$ cat config.mk
export PLATFORM = sky130hd
export DESIGN_NAME = ccr_ratio_select
export DESIGN_NICKNAME = d
export VERILOG_FILES = /design/src/rtl/ccr_pkg.sv /design/src/rtl/ccr_pin_sync.sv /design/src/rtl/ccr_ratio_select.sv
export SDC_FILE = /design/constraint.sdc
export NUM_CORES = 1
export LEC_CHECK = 0
export CORE_ASPECT_RATIO = 0.6
export CORE_MARGIN = 4
export CORE_UTILIZATION = 64
export DETAILED_ROUTE_END_ITERATION = 12
export DONT_BUFFER_PORTS = 1
export PLACE_DENSITY = 0.76
export SYNTH_ARGS = -nofsm -noshare
export SYNTH_HDL_FRONTEND = slang
export SYNTH_SLANG_ARGS = --single-unit
$ cat constraint.sdc
create_clock -name i_clk -period 11.7 [get_ports i_clk]
set_input_delay 0.585 -clock i_clk [delete_from_list [all_inputs] [get_ports i_clk]]
set_output_delay 0.585 -clock i_clk [all_outputs]
set_load 0.02 [all_outputs]
$ cat src/rtl/ccr_pkg.sv
package ccr_pkg;

  // Pin, counter and accumulator widths and the position of the bus clock in the synchroniser
  localparam int unsigned SEL_W   = 4;
  localparam int unsigned SYNC_W  = SEL_W + 1;
  localparam int unsigned BUS_BIT = SEL_W;
  localparam int unsigned CNT_W   = 16;
  localparam int unsigned ACC_W   = 20;

  // Cycles the pin synchroniser needs before the select is trusted
  localparam logic [CNT_W-1:0] SETTLE_CYC = 16'h0004;
  localparam logic [CNT_W-1:0] CNT_MAX    = 16'hffff;

  // Select codes
  localparam logic [SEL_W-1:0] SEL_2X_OSC2 = 4'h4;
  localparam logic [SEL_W-1:0] SEL_2X_OSC4 = 4'h5;
  localparam logic [SEL_W-1:0] SEL_2P5X    = 4'h6;
  localparam logic [SEL_W-1:0] SEL_3X      = 4'h8;
  localparam logic [SEL_W-1:0] SEL_3P5X    = 4'he;
  localparam logic [SEL_W-1:0] SEL_4X      = 4'ha;
  localparam logic [SEL_W-1:0] SEL_4P5X    = 4'h7;
  localparam logic [SEL_W-1:0] SEL_5X      = 4'hb;
  localparam logic [SEL_W-1:0] SEL_5P5X    = 4'h9;
  localparam logic [SEL_W-1:0] SEL_6X      = 4'hd;
  localparam logic [SEL_W-1:0] SEL_BYPASS  = 4'h3;
  localparam logic [SEL_W-1:0] SEL_OFF     = 4'hf;

  // Bus-to-core multiplier in half steps (4 means 2x)
  localparam logic [3:0] MULT_H_1TO1 = 4'h2;
  localparam logic [3:0] MULT_H_2X   = 4'h4;
  localparam logic [3:0] MULT_H_2P5X = 4'h5;
  localparam logic [3:0] MULT_H_3X   = 4'h6;
  localparam logic [3:0] MULT_H_3P5X = 4'h7;
  localparam logic [3:0] MULT_H_4X   = 4'h8;
  localparam logic [3:0] MULT_H_4P5X = 4'h9;
  localparam logic [3:0] MULT_H_5X   = 4'ha;
  localparam logic [3:0] MULT_H_5P5X = 4'hb;
  localparam logic [3:0] MULT_H_6X   = 4'hc;
  localparam logic [3:0] MULT_H_NONE = 4'h0;

  // Core-to-oscillator multiplier
  localparam logic [2:0] OSC_2X   = 3'h2;
  localparam logic [2:0] OSC_4X   = 3'h4;
  localparam logic [2:0] OSC_NONE = 3'h0;

  typedef enum logic [1:0] {
    MODE_RATIO  = 2'b00,
    MODE_BYPASS = 2'b01,
    MODE_OFF    = 2'b10
  } ccr_mode_t;

  typedef struct packed {
    ccr_mode_t  mode;
    logic [3:0] mult_h;
    logic [2:0] osc_mult;
  } ccr_cfg_t;

  localparam ccr_cfg_t CFG_RESET = '{MODE_OFF, MULT_H_NONE, OSC_NONE};

  // Clock outputs and lock status
  typedef struct packed {
    logic core_tick;
    logic osc_tick;
    logic locked;
  } ccr_tick_t;

  typedef enum logic [2:0] {
    ST_SETTLE  = 3'b000,
    ST_CAPTURE = 3'b001,
    ST_FIRST   = 3'b010,
    ST_MEASURE = 3'b011,
    ST_RUN     = 3'b100,
    ST_OFF     = 3'b101
  } ccr_state_t;

  typedef struct packed {
    logic [SYNC_W-1:0] s1;
    logic [SYNC_W-1:0] s2;
    logic [SYNC_W-1:0] s3;
    logic [SYNC_W-1:0] filt;
  } ccr_sync_t;

  typedef struct packed {
    ccr_state_t       st;
    ccr_cfg_t         cfg;
    logic [CNT_W-1:0] cnt;
    logic [CNT_W-1:0] period;
    logic [ACC_W-1:0] acc_core;
    logic [ACC_W-1:0] acc_osc;
    logic             bus_prev;
    logic             core_tick;
    logic             osc_tick;
    logic             locked;
  } ccr_core_t;

  // Select code to mode and ratios; unassigned codes fall to clock-off
  function automatic ccr_cfg_t ccr_decode(input logic [SEL_W-1:0] sel);
    ccr_cfg_t c;
    c = CFG_RESET;
    unique case (sel)
      SEL_2X_OSC2: c = '{MODE_RATIO, MULT_H_2X, OSC_2X};
      SEL_2X_OSC4: c = '{MODE_RATIO, MULT_H_2X, OSC_4X};
      SEL_2P5X:    c = '{MODE_RATIO, MULT_H_2P5X, OSC_2X};
      SEL_3X:      c = '{MODE_RATIO, MULT_H_3X, OSC_2X};
      SEL_3P5X:    c = '{MODE_RATIO, MULT_H_3P5X, OSC_2X};
      SEL_4X:      c = '{MODE_RATIO, MULT_H_4X, OSC_2X};
      SEL_4P5X:    c = '{MODE_RATIO, MULT_H_4P5X, OSC_2X};
      SEL_5X:      c = '{MODE_RATIO, MULT_H_5X, OSC_2X};
      SEL_5P5X:    c = '{MODE_RATIO, MULT_H_5P5X, OSC_2X};
      SEL_6X:      c = '{MODE_RATIO, MULT_H_6X, OSC_2X};
      SEL_BYPASS:  c = '{MODE_BYPASS, MULT_H_1TO1, OSC_NONE};
      default:     c = CFG_RESET;
    endcase
    return c;
  endfunction : ccr_decode

endpackage : ccr_pkg

$ cat src/rtl/ccr_pin_sync.sv
`timescale 1ns/100ps

module ccr_pin_sync (
  // Clock and reset
  input  wire logic                      i_clk,
  input  wire logic                      i_rstn,
  // Raw pins and filtered levels
  input  wire logic [ccr_pkg::SYNC_W-1:0] i_pins,
  output logic      [ccr_pkg::SYNC_W-1:0] o_levels
);
  import ccr_pkg::*;

  ccr_sync_t         r;
  ccr_sync_t         nxt;
  logic [SYNC_W-1:0] filt_nxt;

  // Per-bit agreement filter, so a metastable third stage never leaks out
  for (genvar b = 0; b < SYNC_W; b++) begin : g_agree
    assign filt_nxt[b] = (r.s2[b] == r.s3[b]) ? r.s3[b] : r.filt[b];
  end

  // Three stages; a bit moves only when stages two and three agree
  always_comb begin
    nxt      = r;
    nxt.s1   = i_pins;
    nxt.s2   = r.s1;
    nxt.s3   = r.s2;
    nxt.filt = filt_nxt;
  end

  always_ff @(posedge i_clk or negedge i_rstn) begin
    if (!i_rstn) begin
      r <= '0;
    end else begin
      r <= nxt;
    end
  end

  assign o_levels = r.filt;

endmodule : ccr_pin_sync

$ cat src/rtl/ccr_ratio_select.sv
`timescale 1ns/100ps

// Functional notes
// - Core and oscillator ticks are derived from the bus clock at the ratio that the select sets.
// - Code 0100 gives core 2x bus with oscillator 2x core, code 0101 gives core 2x with osc 4x.
// - Codes 0110/1000/1110/1010/0111/1011/1001/1101 give 2.5x to 6x core, oscillator 2x core.
// - Code 0011 disables the loop and the bus clock drives the core ticks directly.
// - In bypass the bus interface runs at one bus clock per core clock.
// - Code 1111 stops all core and oscillator ticks whatever the bus clock does.
module ccr_ratio_select (
  // Clock and reset
  input  wire logic                     i_clk,
  input  wire logic                     i_rstn,
  // Pins from the board
  input  wire logic                     i_bus_clock_in,
  input  wire logic [ccr_pkg::SEL_W-1:0] i_ratio_sel,
  // Derived clocking
  output ccr_pkg::ccr_tick_t            o_ticks,
  output ccr_pkg::ccr_cfg_t             o_cfg,
  output logic                          o_bus_1to1
);
  import ccr_pkg::*;

  logic [SYNC_W-1:0] levels;
  ccr_core_t         r;
  ccr_core_t         nxt;

  // Both pins come from the board, outside this clock domain
  ccr_pin_sync u_sync (
    .i_clk    (i_clk),
    .i_rstn   (i_rstn),
    .i_pins   ({i_bus_clock_in, i_ratio_sel}),
    .o_levels (levels)
  );

  // Phase accumulators spread ticks evenly over one measured bus period.
  // Limitation: at most one tick per i_clk, so fast products saturate.
  always_comb begin
    logic             bus;
    logic             bus_rise;
    logic [ACC_W-1:0] thr;
    logic [ACC_W-1:0] step_core;
    logic [ACC_W-1:0] step_osc;
    logic [ACC_W-1:0] a_core;
    logic [ACC_W-1:0] a_osc;
    logic [6:0]       osc_step;
    bus       = levels[BUS_BIT];
    bus_rise  = bus & ~r.bus_prev;
    thr       = {3'h0, r.period, 1'b0};
    // Widen before multiplying; a 4-bit product would wrap at 4x oscillator
    osc_step  = 7'(r.cfg.mult_h) * 7'(r.cfg.osc_mult);
    step_core = {16'h0, r.cfg.mult_h};
    step_osc  = {13'h0, osc_step};
    a_core    = r.acc_core + step_core;
    a_osc     = r.acc_osc + step_osc;
    nxt           = r;
    nxt.bus_prev  = bus;
    nxt.core_tick = 1'b0;
    nxt.osc_tick  = 1'b0;
    unique case (r.st)
      // Let the synchroniser fill before trusting the select
      ST_SETTLE: begin
        nxt.cnt = r.cnt + 16'h0001;
        if (r.cnt == SETTLE_CYC - 16'h0001) begin
          nxt.st  = ST_CAPTURE;
          nxt.cnt = '0;
        end
      end
      // Single capture; the select is never looked at again
      ST_CAPTURE: begin
        nxt.cfg = ccr_decode(levels[SEL_W-1:0]);
        unique case (nxt.cfg.mode)
          MODE_OFF: begin
            nxt.st = ST_OFF;
          end
          MODE_BYPASS: begin
            nxt.st     = ST_RUN;
            nxt.locked = 1'b1;
          end
          MODE_RATIO: begin
            nxt.st = ST_FIRST;
          end
          default: begin
            nxt.st = ST_OFF;
          end
        endcase
      end
      // Wait for the first bus edge to start a period measurement
      ST_FIRST: begin
        if (bus_rise) begin
          nxt.cnt = '0;
          nxt.st  = ST_MEASURE;
        end
      end
      // Measure one bus period, then declare lock
      ST_MEASURE: begin
        if (r.cnt != CNT_MAX) begin
          nxt.cnt = r.cnt + 16'h0001;
        end
        if (bus_rise) begin
          nxt.period   = r.cnt + 16'h0001;
          nxt.cnt      = '0;
          nxt.acc_core = '0;
          nxt.acc_osc  = '0;
          nxt.locked   = 1'b1;
          nxt.st       = ST_RUN;
        end
      end
      ST_RUN: begin
        if (r.cfg.mode == MODE_BYPASS) begin
          nxt.core_tick = bus_rise;
        end else begin
          // Keep tracking the bus period so slow drift is followed
          if (r.cnt != CNT_MAX) begin
            nxt.cnt = r.cnt + 16'h0001;
          end
          if (bus_rise) begin
            nxt.period = r.cnt + 16'h0001;
            nxt.cnt    = '0;
          end
          // mult_h/2 core ticks per bus period
          if (a_core >= thr) begin
            nxt.core_tick = 1'b1;
            nxt.acc_core  = a_core - thr;
          end else begin
            nxt.acc_core = a_core;
          end
          // Oscillator at osc_mult times the core rate
          if (a_osc >= thr) begin
            nxt.osc_tick = 1'b1;
            nxt.acc_osc  = a_osc - thr;
          end else begin
            nxt.acc_osc = a_osc;
          end
        end
      end
      // Nothing toggles, regardless of bus clock activity
      ST_OFF: begin
        nxt.core_tick = 1'b0;
        nxt.osc_tick  = 1'b0;
      end
      default: begin
        nxt.st = ST_OFF;
      end
    endcase
  end

  // All state in one register
  always_ff @(posedge i_clk or negedge i_rstn) begin
    if (!i_rstn) begin
      r          <= '0;
      r.st       <= ST_SETTLE;
      r.cfg      <= CFG_RESET;
    end else begin
      r <= nxt;
    end
  end

  assign o_ticks    = '{r.core_tick, r.osc_tick, r.locked};
  assign o_cfg      = r.cfg;
  assign o_bus_1to1 = (r.cfg.mode == MODE_BYPASS);

endmodule : ccr_ratio_select

* Yosys cells after proc, flatten, opt, wreduce, memory -nomap -nowiden
Memories as Yosys holds them, arrays and structs flattened. Index checks and enable logic that the tools add are counted. W data, S select, Z words.
Word-level totals: bits in registers 108, bits in read-only memories 128, bits of input ports 7, word-level logic and storage cells 87, memories kept 1
Operators by class: add/sub/neg operators 5, $mul 1, $lt $le $gt $ge 2, equality and inequality tests 20, mux-type cells 24, bitwise operators 3, reductions and logical operators 11
Memory list:
- (no name shown) | depth 16, bits a word 8, rd ports 1, clocked after Yosys merged registers in 0, wr ports 0, line ccr_pkg.sv:100 | unique case (sel)
Operator list (number):
- $mux W72 | 2
- $pmux W56 S2 | 1
- $pmux W16 S4 | 1
- $mux W16 | 3
- $ge A20 B17 Y1 | 2
- $mux W20 | 2
- $sub A20 B17 Y20 | 2
- $mux W32 | 1
- $add A20 B4 Y20 | 1
- $add A20 B7 Y20 | 1
- $add A16 B1 Y16 const B | 1
- $eq A16 B2 Y1 const B | 1
- $ne A16 B16 Y1 const B | 1
- $pmux W3 S5 | 1
- $ne A2 B2 Y1 const B | 5
- $mux W3 | 3
- $mux W9 | 1
- $reduce_and A3 Y1 | 3
- $reduce_and A4 Y1 | 2
- $mul A4 B3 Y7 | 1
- $eq A3 B2 Y1 const B | 2
- $eq A3 B3 Y1 const B | 2
- $mux W1 | 6
- $pmux W3 S2 | 1
- 13 further kinds | 20

* Depth between registers and ports, before layout
depth after elaboration 6, gate-level depth with buffers 24, mapped depth without buffers 22

* Hierarchy
From an unflattened synthesis, not the netlist that was laid out.
Second synthesis, totals: cells, all modules 909, area, all modules 7912.6 µm²
By module, submodules not included:
- ccr_ratio_select | instances 1, cells each 879, area an instance 7318.3 µm²
- ccr_pin_sync | instances 1, cells each 30, area an instance 594.3 µm²

* Worst setup path before layout
Ideal clock, no wire load.
kind register -> register, start point register r (netlist bit o_cfg[4]), end point register r[7] (netlist name), arrival 4.540 ns, required time 11.579 ns, slack 7.039 ns, cell stages (with the launch flop) 22, path buffers 2, clock period less this slack 4.661 ns, path through dfrtp_1 and2_1 ha_1 fa_1 ha_1 a21o_1 nand4_1 nand2_1 and3_1 nand3_1 xnor2_1 ha_1 a21o_1 a31o_2 a21oi_1 o31ai_1 o21ai_0 and4b_4 buf_6 buf_2 o21ai_0 a22o_1
Between the ends: longest elaborated chain between the ends 6, elaborated cells on any way between the ends 7, classes of those cells add/sub: 2; mul: 1; order compare: 1; mux: 3
RTL lines:
- from (decl) | line ccr_ratio_select.sv:25 | ccr_core_t r;
- from (signal assigned) | line ccr_ratio_select.sv:155 | r <= nxt;
- $mul A4 B3 Y7 (*) | line ccr_ratio_select.sv:51 | osc_step = 7'(r.cfg.mult_h) * 7'(r.cfg.osc_mult);
- $add A20 B7 Y20 (*) | line ccr_ratio_select.sv:55 | a_osc = r.acc_osc + step_osc;
- $sub A20 B17 Y20 / $ge A20 B17 Y1 (equally long branches) | line ccr_ratio_select.sv:131, ccr_ratio_select.sv:129
- $mux W20 (*) | line ccr_ratio_select.sv:129 | if (a_osc >= thr) begin
- $mux W72 (*) | line ccr_ratio_select.sv:110 | if (r.cfg.mode == MODE_BYPASS) begin
- $pmux W56 S2 (*) | line ccr_ratio_select.sv:60 | unique case (r.st)
Every way passes the cells marked *; elsewhere a longest branch is shown, timed or not. The select of a mux whose other input is x is not followed. A chain may end at the register's enable or synchronous reset.

* Worst setup path in the final report
start point register r (netlist bit o_cfg[4]), end point register r[22] (netlist name)
Same word-level chain as after synthesis.

==> metrics.log <==
INFO  metric worst_path_largest_cell_delay = 0.56 ns
INFO  metric fin_setup_tns = 0 ns
INFO  metric type_of_element_capturing_the_critical_path = flip-flop
INFO  metric path_common_cell = sky130_fd_sc_hd__ha_1
INFO  metric drcViolationCount = 0
INFO  metric timing.critical_path.from_type = flip-flop
INFO  metric route.vias.total = 6460
INFO  metric gr-usage-all-layers = 28.3%
INFO  metric num_rows = 30
INFO  metric synthTopCellsByArea = sky130_fd_sc_hd__dfrtp_1, sky130_fd_sc_hd__ha_1, sky130_fd_sc_hd__o21ai_0
INFO  metric synthArstFlopShare = 100%
INFO  metric cp.required = 11.95 ns
INFO  metric seq_area = around 2700 sq um
INFO  metric die_h = 93.0 um
INFO  metric wirelength = 18900 um
INFO  metric final-hold-violation-count = 0
INFO  metric run_status = completed
INFO  metric worst_slew_pin_slew = 1.03 ns
INFO  metric synth_top_cells_by_count = sky130_fd_sc_hd__dfrtp_1, sky130_fd_sc_hd__o21ai_0, sky130_fd_sc_hd__nand2_1
INFO  metric n_antenna_cell = 0
INFO  metric cts_bufs_inserted = 9
INFO  metric synthesis.instances = 886
INFO  metric period_needed = approximately 5.6 ns
INFO  metric layout.nets = 925
INFO  metric max-slew-margin-rel = 31.0%
INFO  metric yosysMostFrequentCell = sky130_fd_sc_hd__dfrtp_1
INFO  metric ys_seq_area_share = about 34%
INFO  metric fin_area = approximately 8000 sq um
INFO  metric postSynth.topFlopCell = sky130_fd_sc_hd__dfrtp_1
INFO  metric maxClockFrequency = 179 MHz
INFO  metric yosys.area.top_type_share = 34.1%
INFO  metric share_of_post_route_cells_with_drive_strength_above_1 = 4.53%
INFO  metric detailedRoute.firstPassIterationCount = 5
INFO  metric post_synthesis_cell_area = a little under 8000 sq um
INFO  metric postPlaceCellArea = 7700 sq um
INFO  metric syn_nets = between 900 and 1000
INFO  metric dpl.hpwl = 13600 um
INFO  metric synth_edf_count = 0
INFO  metric post_drt_wl_per_cell = 18.5 um
INFO  metric holdCritPathClass = input pin to async pin
INFO  metric yosys_warnings = 0
INFO  metric grt-ovfl-total = 0
INFO  metric place.gp.congestion = approximately 0.95
INFO  metric drt_iter0_markers = 594
INFO  metric slew_viol_final = 0
INFO  metric critical_path.cell_chain = and2_1 -> ha_1 -> fa_1 -> ha_1 -> a21o_1 -> nand4_1 -> nand2_1 -> and3_1 -> nand3_1 -> xnor2_1 -> ha_1 -> a21o_1 -> a31o_2 -> a21oi_1 -> o31ai_1 -> o21ai_0 -> and4b_4 -> o31a_1 -> o31ai_1 -> a21bo_1
INFO  metric maxCapViolations = 0
INFO  metric slowest_library_cell_on_the_worst_path = sky130_fd_sc_hd__and4b_4
INFO  metric clk_pin_slew_worst_paths = around 0.07 ns
INFO  metric dieArea = 13900 sq um
INFO  metric finClkSkew = 0.0108 ns
INFO  metric insertion_delay = 0.36 ns
INFO  metric grt_max_degree = between 100 and 150
INFO  metric path_max_fanout = 38
INFO  metric post_drt_via_cell_ratio = 6.33
INFO  metric cts.root.buffer_cell = sky130_fd_sc_hd__clkbuf_16
INFO  metric register_bit_count_reported_by_yosys = 106
INFO  metric grt_pass1_wl = 31500 um
INFO  metric areaGrowthSynthToFinish = 4.17%
INFO  metric crit_arrival = 5.84 ns
INFO  metric worstSetupPathType = flip-flop to flip-flop
INFO  metric htree_num_levels = 3
INFO  metric start_util = 66.9%
INFO  metric first_global_vias = 6053
INFO  metric multi_input_comb_area = about 4600 sq um
INFO  metric synth_largest_area_cell = sky130_fd_sc_hd__dfrtp_1
INFO  metric antenna_found_initial = 0
INFO  metric clock_tree.buffer_depth = 2
INFO  metric core_region_area = around 12000 sq um
INFO  metric placement.io_buffers = 0
INFO  metric synth_cell_types = 63
INFO  metric layout_worst_path_cycle_share = a little under half
INFO  metric clock_sink_count = 106
INFO  metric grt_setup_unrepaired = false
INFO  metric top_level_ports = 20
INFO  metric antenna_left = 0
INFO  metric horizontal_extent_of_the_die = 150 um
INFO  metric finalSetupViolCount = 0
INFO  metric cts_tree = done
INFO  metric post_synth.cell_area_avg = around 8.7 sq um
INFO  metric fillerInstances = 942
per-layer routing:
| metal | up-vias | GRT usage [%] | routed length (um) |
|---|---|---|---|
| met3 | 23 | 4.89 | 1420 |
| met2 | 248 | 41.6 | 8160 |
| met5 | - | 0 | 0 |
| met4 | 0 | 6.40 | 198 |
| li1 | 3074 | - | - |
| met1 | 3115 | 43.6 | 9140 |
cell families after synthesis:
| logic type | Yosys count | synth area share [%] |
|---|---|---|
| flip-flops | 106 | 34.4 |
| adder cells (fa/ha/maj) | 66 | 11.2 |
| buffers and inverters | 93 | 5.65 |
| other | 1 | 0.0487 |
| AO/OA/AOI/OAI | 264 | 21.8 |
| AND/OR/NAND/NOR | 281 | 18.2 |
| XOR/XNOR | 72 | 8.19 |
| multiplexers | 3 | 0.406 |
per-stage QoR:
stage / setup WS [ns] / instances / hold WS, ns / util (%)
6_report: 6.10 / 1021 / 0.0698 / 69.6
5_1_grt: 5.84 / 1021 / 0.0537 / 69.6
4_1_cts: 6.16 / 1021 / 0.0637 / 69.6
3_5_place_dp: 6.21 / 1005 / 0.292 / 66.8
3_3_place_gp: 6.44 / 1005 / 0.292 / 66.8
2_1_floorplan: 7.04 / 886 / 0.289 / -
layout make-up:
type                       count  share of cell area, %
multi-input combinational    687                   57.7
sequential                   106                   33.1
clock buffer                   9                   2.81
tap                          160                   2.49
inverter                      48                   2.25
clock inverter                 6                  0.920
timing repair buffer           5                  0.717
registers in the layout (all words and copies together) (netlist names):
register         cells
o_cfg                8
o_ticks              3
r                   75
u_sync.nxt          10
u_sync.o_levels      5
u_sync.r             5
critical path, delay by kind of cell, from the launching register on:
family	cells	cell delay, ns
compound gates	9	1.65
xor+xnor	1	0.25
fa+ha+maj	4	1.50
flops	1	0.55
simple gates	6	1.53
repair_timing:
action	4_1_cts	5_1_grt
setup buffers	0	0
hold buffers	1	0
resized for setup	0	0
hold endpoints to repair	105	0
setup endpoints to repair	0	0
placed cells by master (no fill, tap or decap), types with 4 or more instances in the layout:
cell type                   instances
sky130_fd_sc_hd__o22ai_1            5
sky130_fd_sc_hd__nor3_1            11
sky130_fd_sc_hd__nor2_1            66
sky130_fd_sc_hd__a211oi_1           7
sky130_fd_sc_hd__and2_1            13
sky130_fd_sc_hd__a22o_1            20
sky130_fd_sc_hd__and3_1            13
sky130_fd_sc_hd__xnor2_1           39
sky130_fd_sc_hd__nor4_1             4
sky130_fd_sc_hd__xor2_1            33
sky130_fd_sc_hd__maj3_1             5
sky130_fd_sc_hd__nand3_1           30
sky130_fd_sc_hd__nor2b_1           15
sky130_fd_sc_hd__nand2_1           78
sky130_fd_sc_hd__dfrtp_1          105
sky130_fd_sc_hd__o21ai_0           84
sky130_fd_sc_hd__nand4_1           12
sky130_fd_sc_hd__o31ai_1           10
sky130_fd_sc_hd__or3_1              4
sky130_fd_sc_hd__a31oi_1            9
sky130_fd_sc_hd__buf_4              4
sky130_fd_sc_hd__o41ai_1            4
sky130_fd_sc_hd__o21ai_1            4
sky130_fd_sc_hd__clkbuf_16          9
sky130_fd_sc_hd__inv_1             48
sky130_fd_sc_hd__o21a_1             6
sky130_fd_sc_hd__nand4b_1           4
sky130_fd_sc_hd__nand2b_1          15
sky130_fd_sc_hd__nand3b_1           5
sky130_fd_sc_hd__ha_1              54
sky130_fd_sc_hd__a21oi_1           63
sky130_fd_sc_hd__a21o_1            17
sky130_fd_sc_hd__fa_1               7
path summary, 6_finish.rpt:
path                                     startpoint                  endpoint  slack, ns  cells past startpoint
min in group i_clk                   i_ratio_sel[1]  u_sync.nxt[11]$_DFF_PN0_       0.25                      0
max                            o_cfg[4]$_DFFE_PN0P_         r[22]$_DFFE_PN0P_       6.10                     20
max in group asynchronous                    i_rstn         r[21]$_DFFE_PN0P_      11.14                      1
max reg2reg                    o_cfg[4]$_DFFE_PN0P_         r[22]$_DFFE_PN0P_       6.10                     20
min reg2reg                u_sync.nxt[14]$_DFF_PN0_   u_sync.nxt[9]$_DFF_PN0_       0.34                      0
min                                          i_rstn      o_cfg[8]$_DFFE_PN1P_       0.07                      0
Power is left out: the tool's default activity adds up to more than one toggle a clock period on the data nets, which glitch-free logic cannot reach.
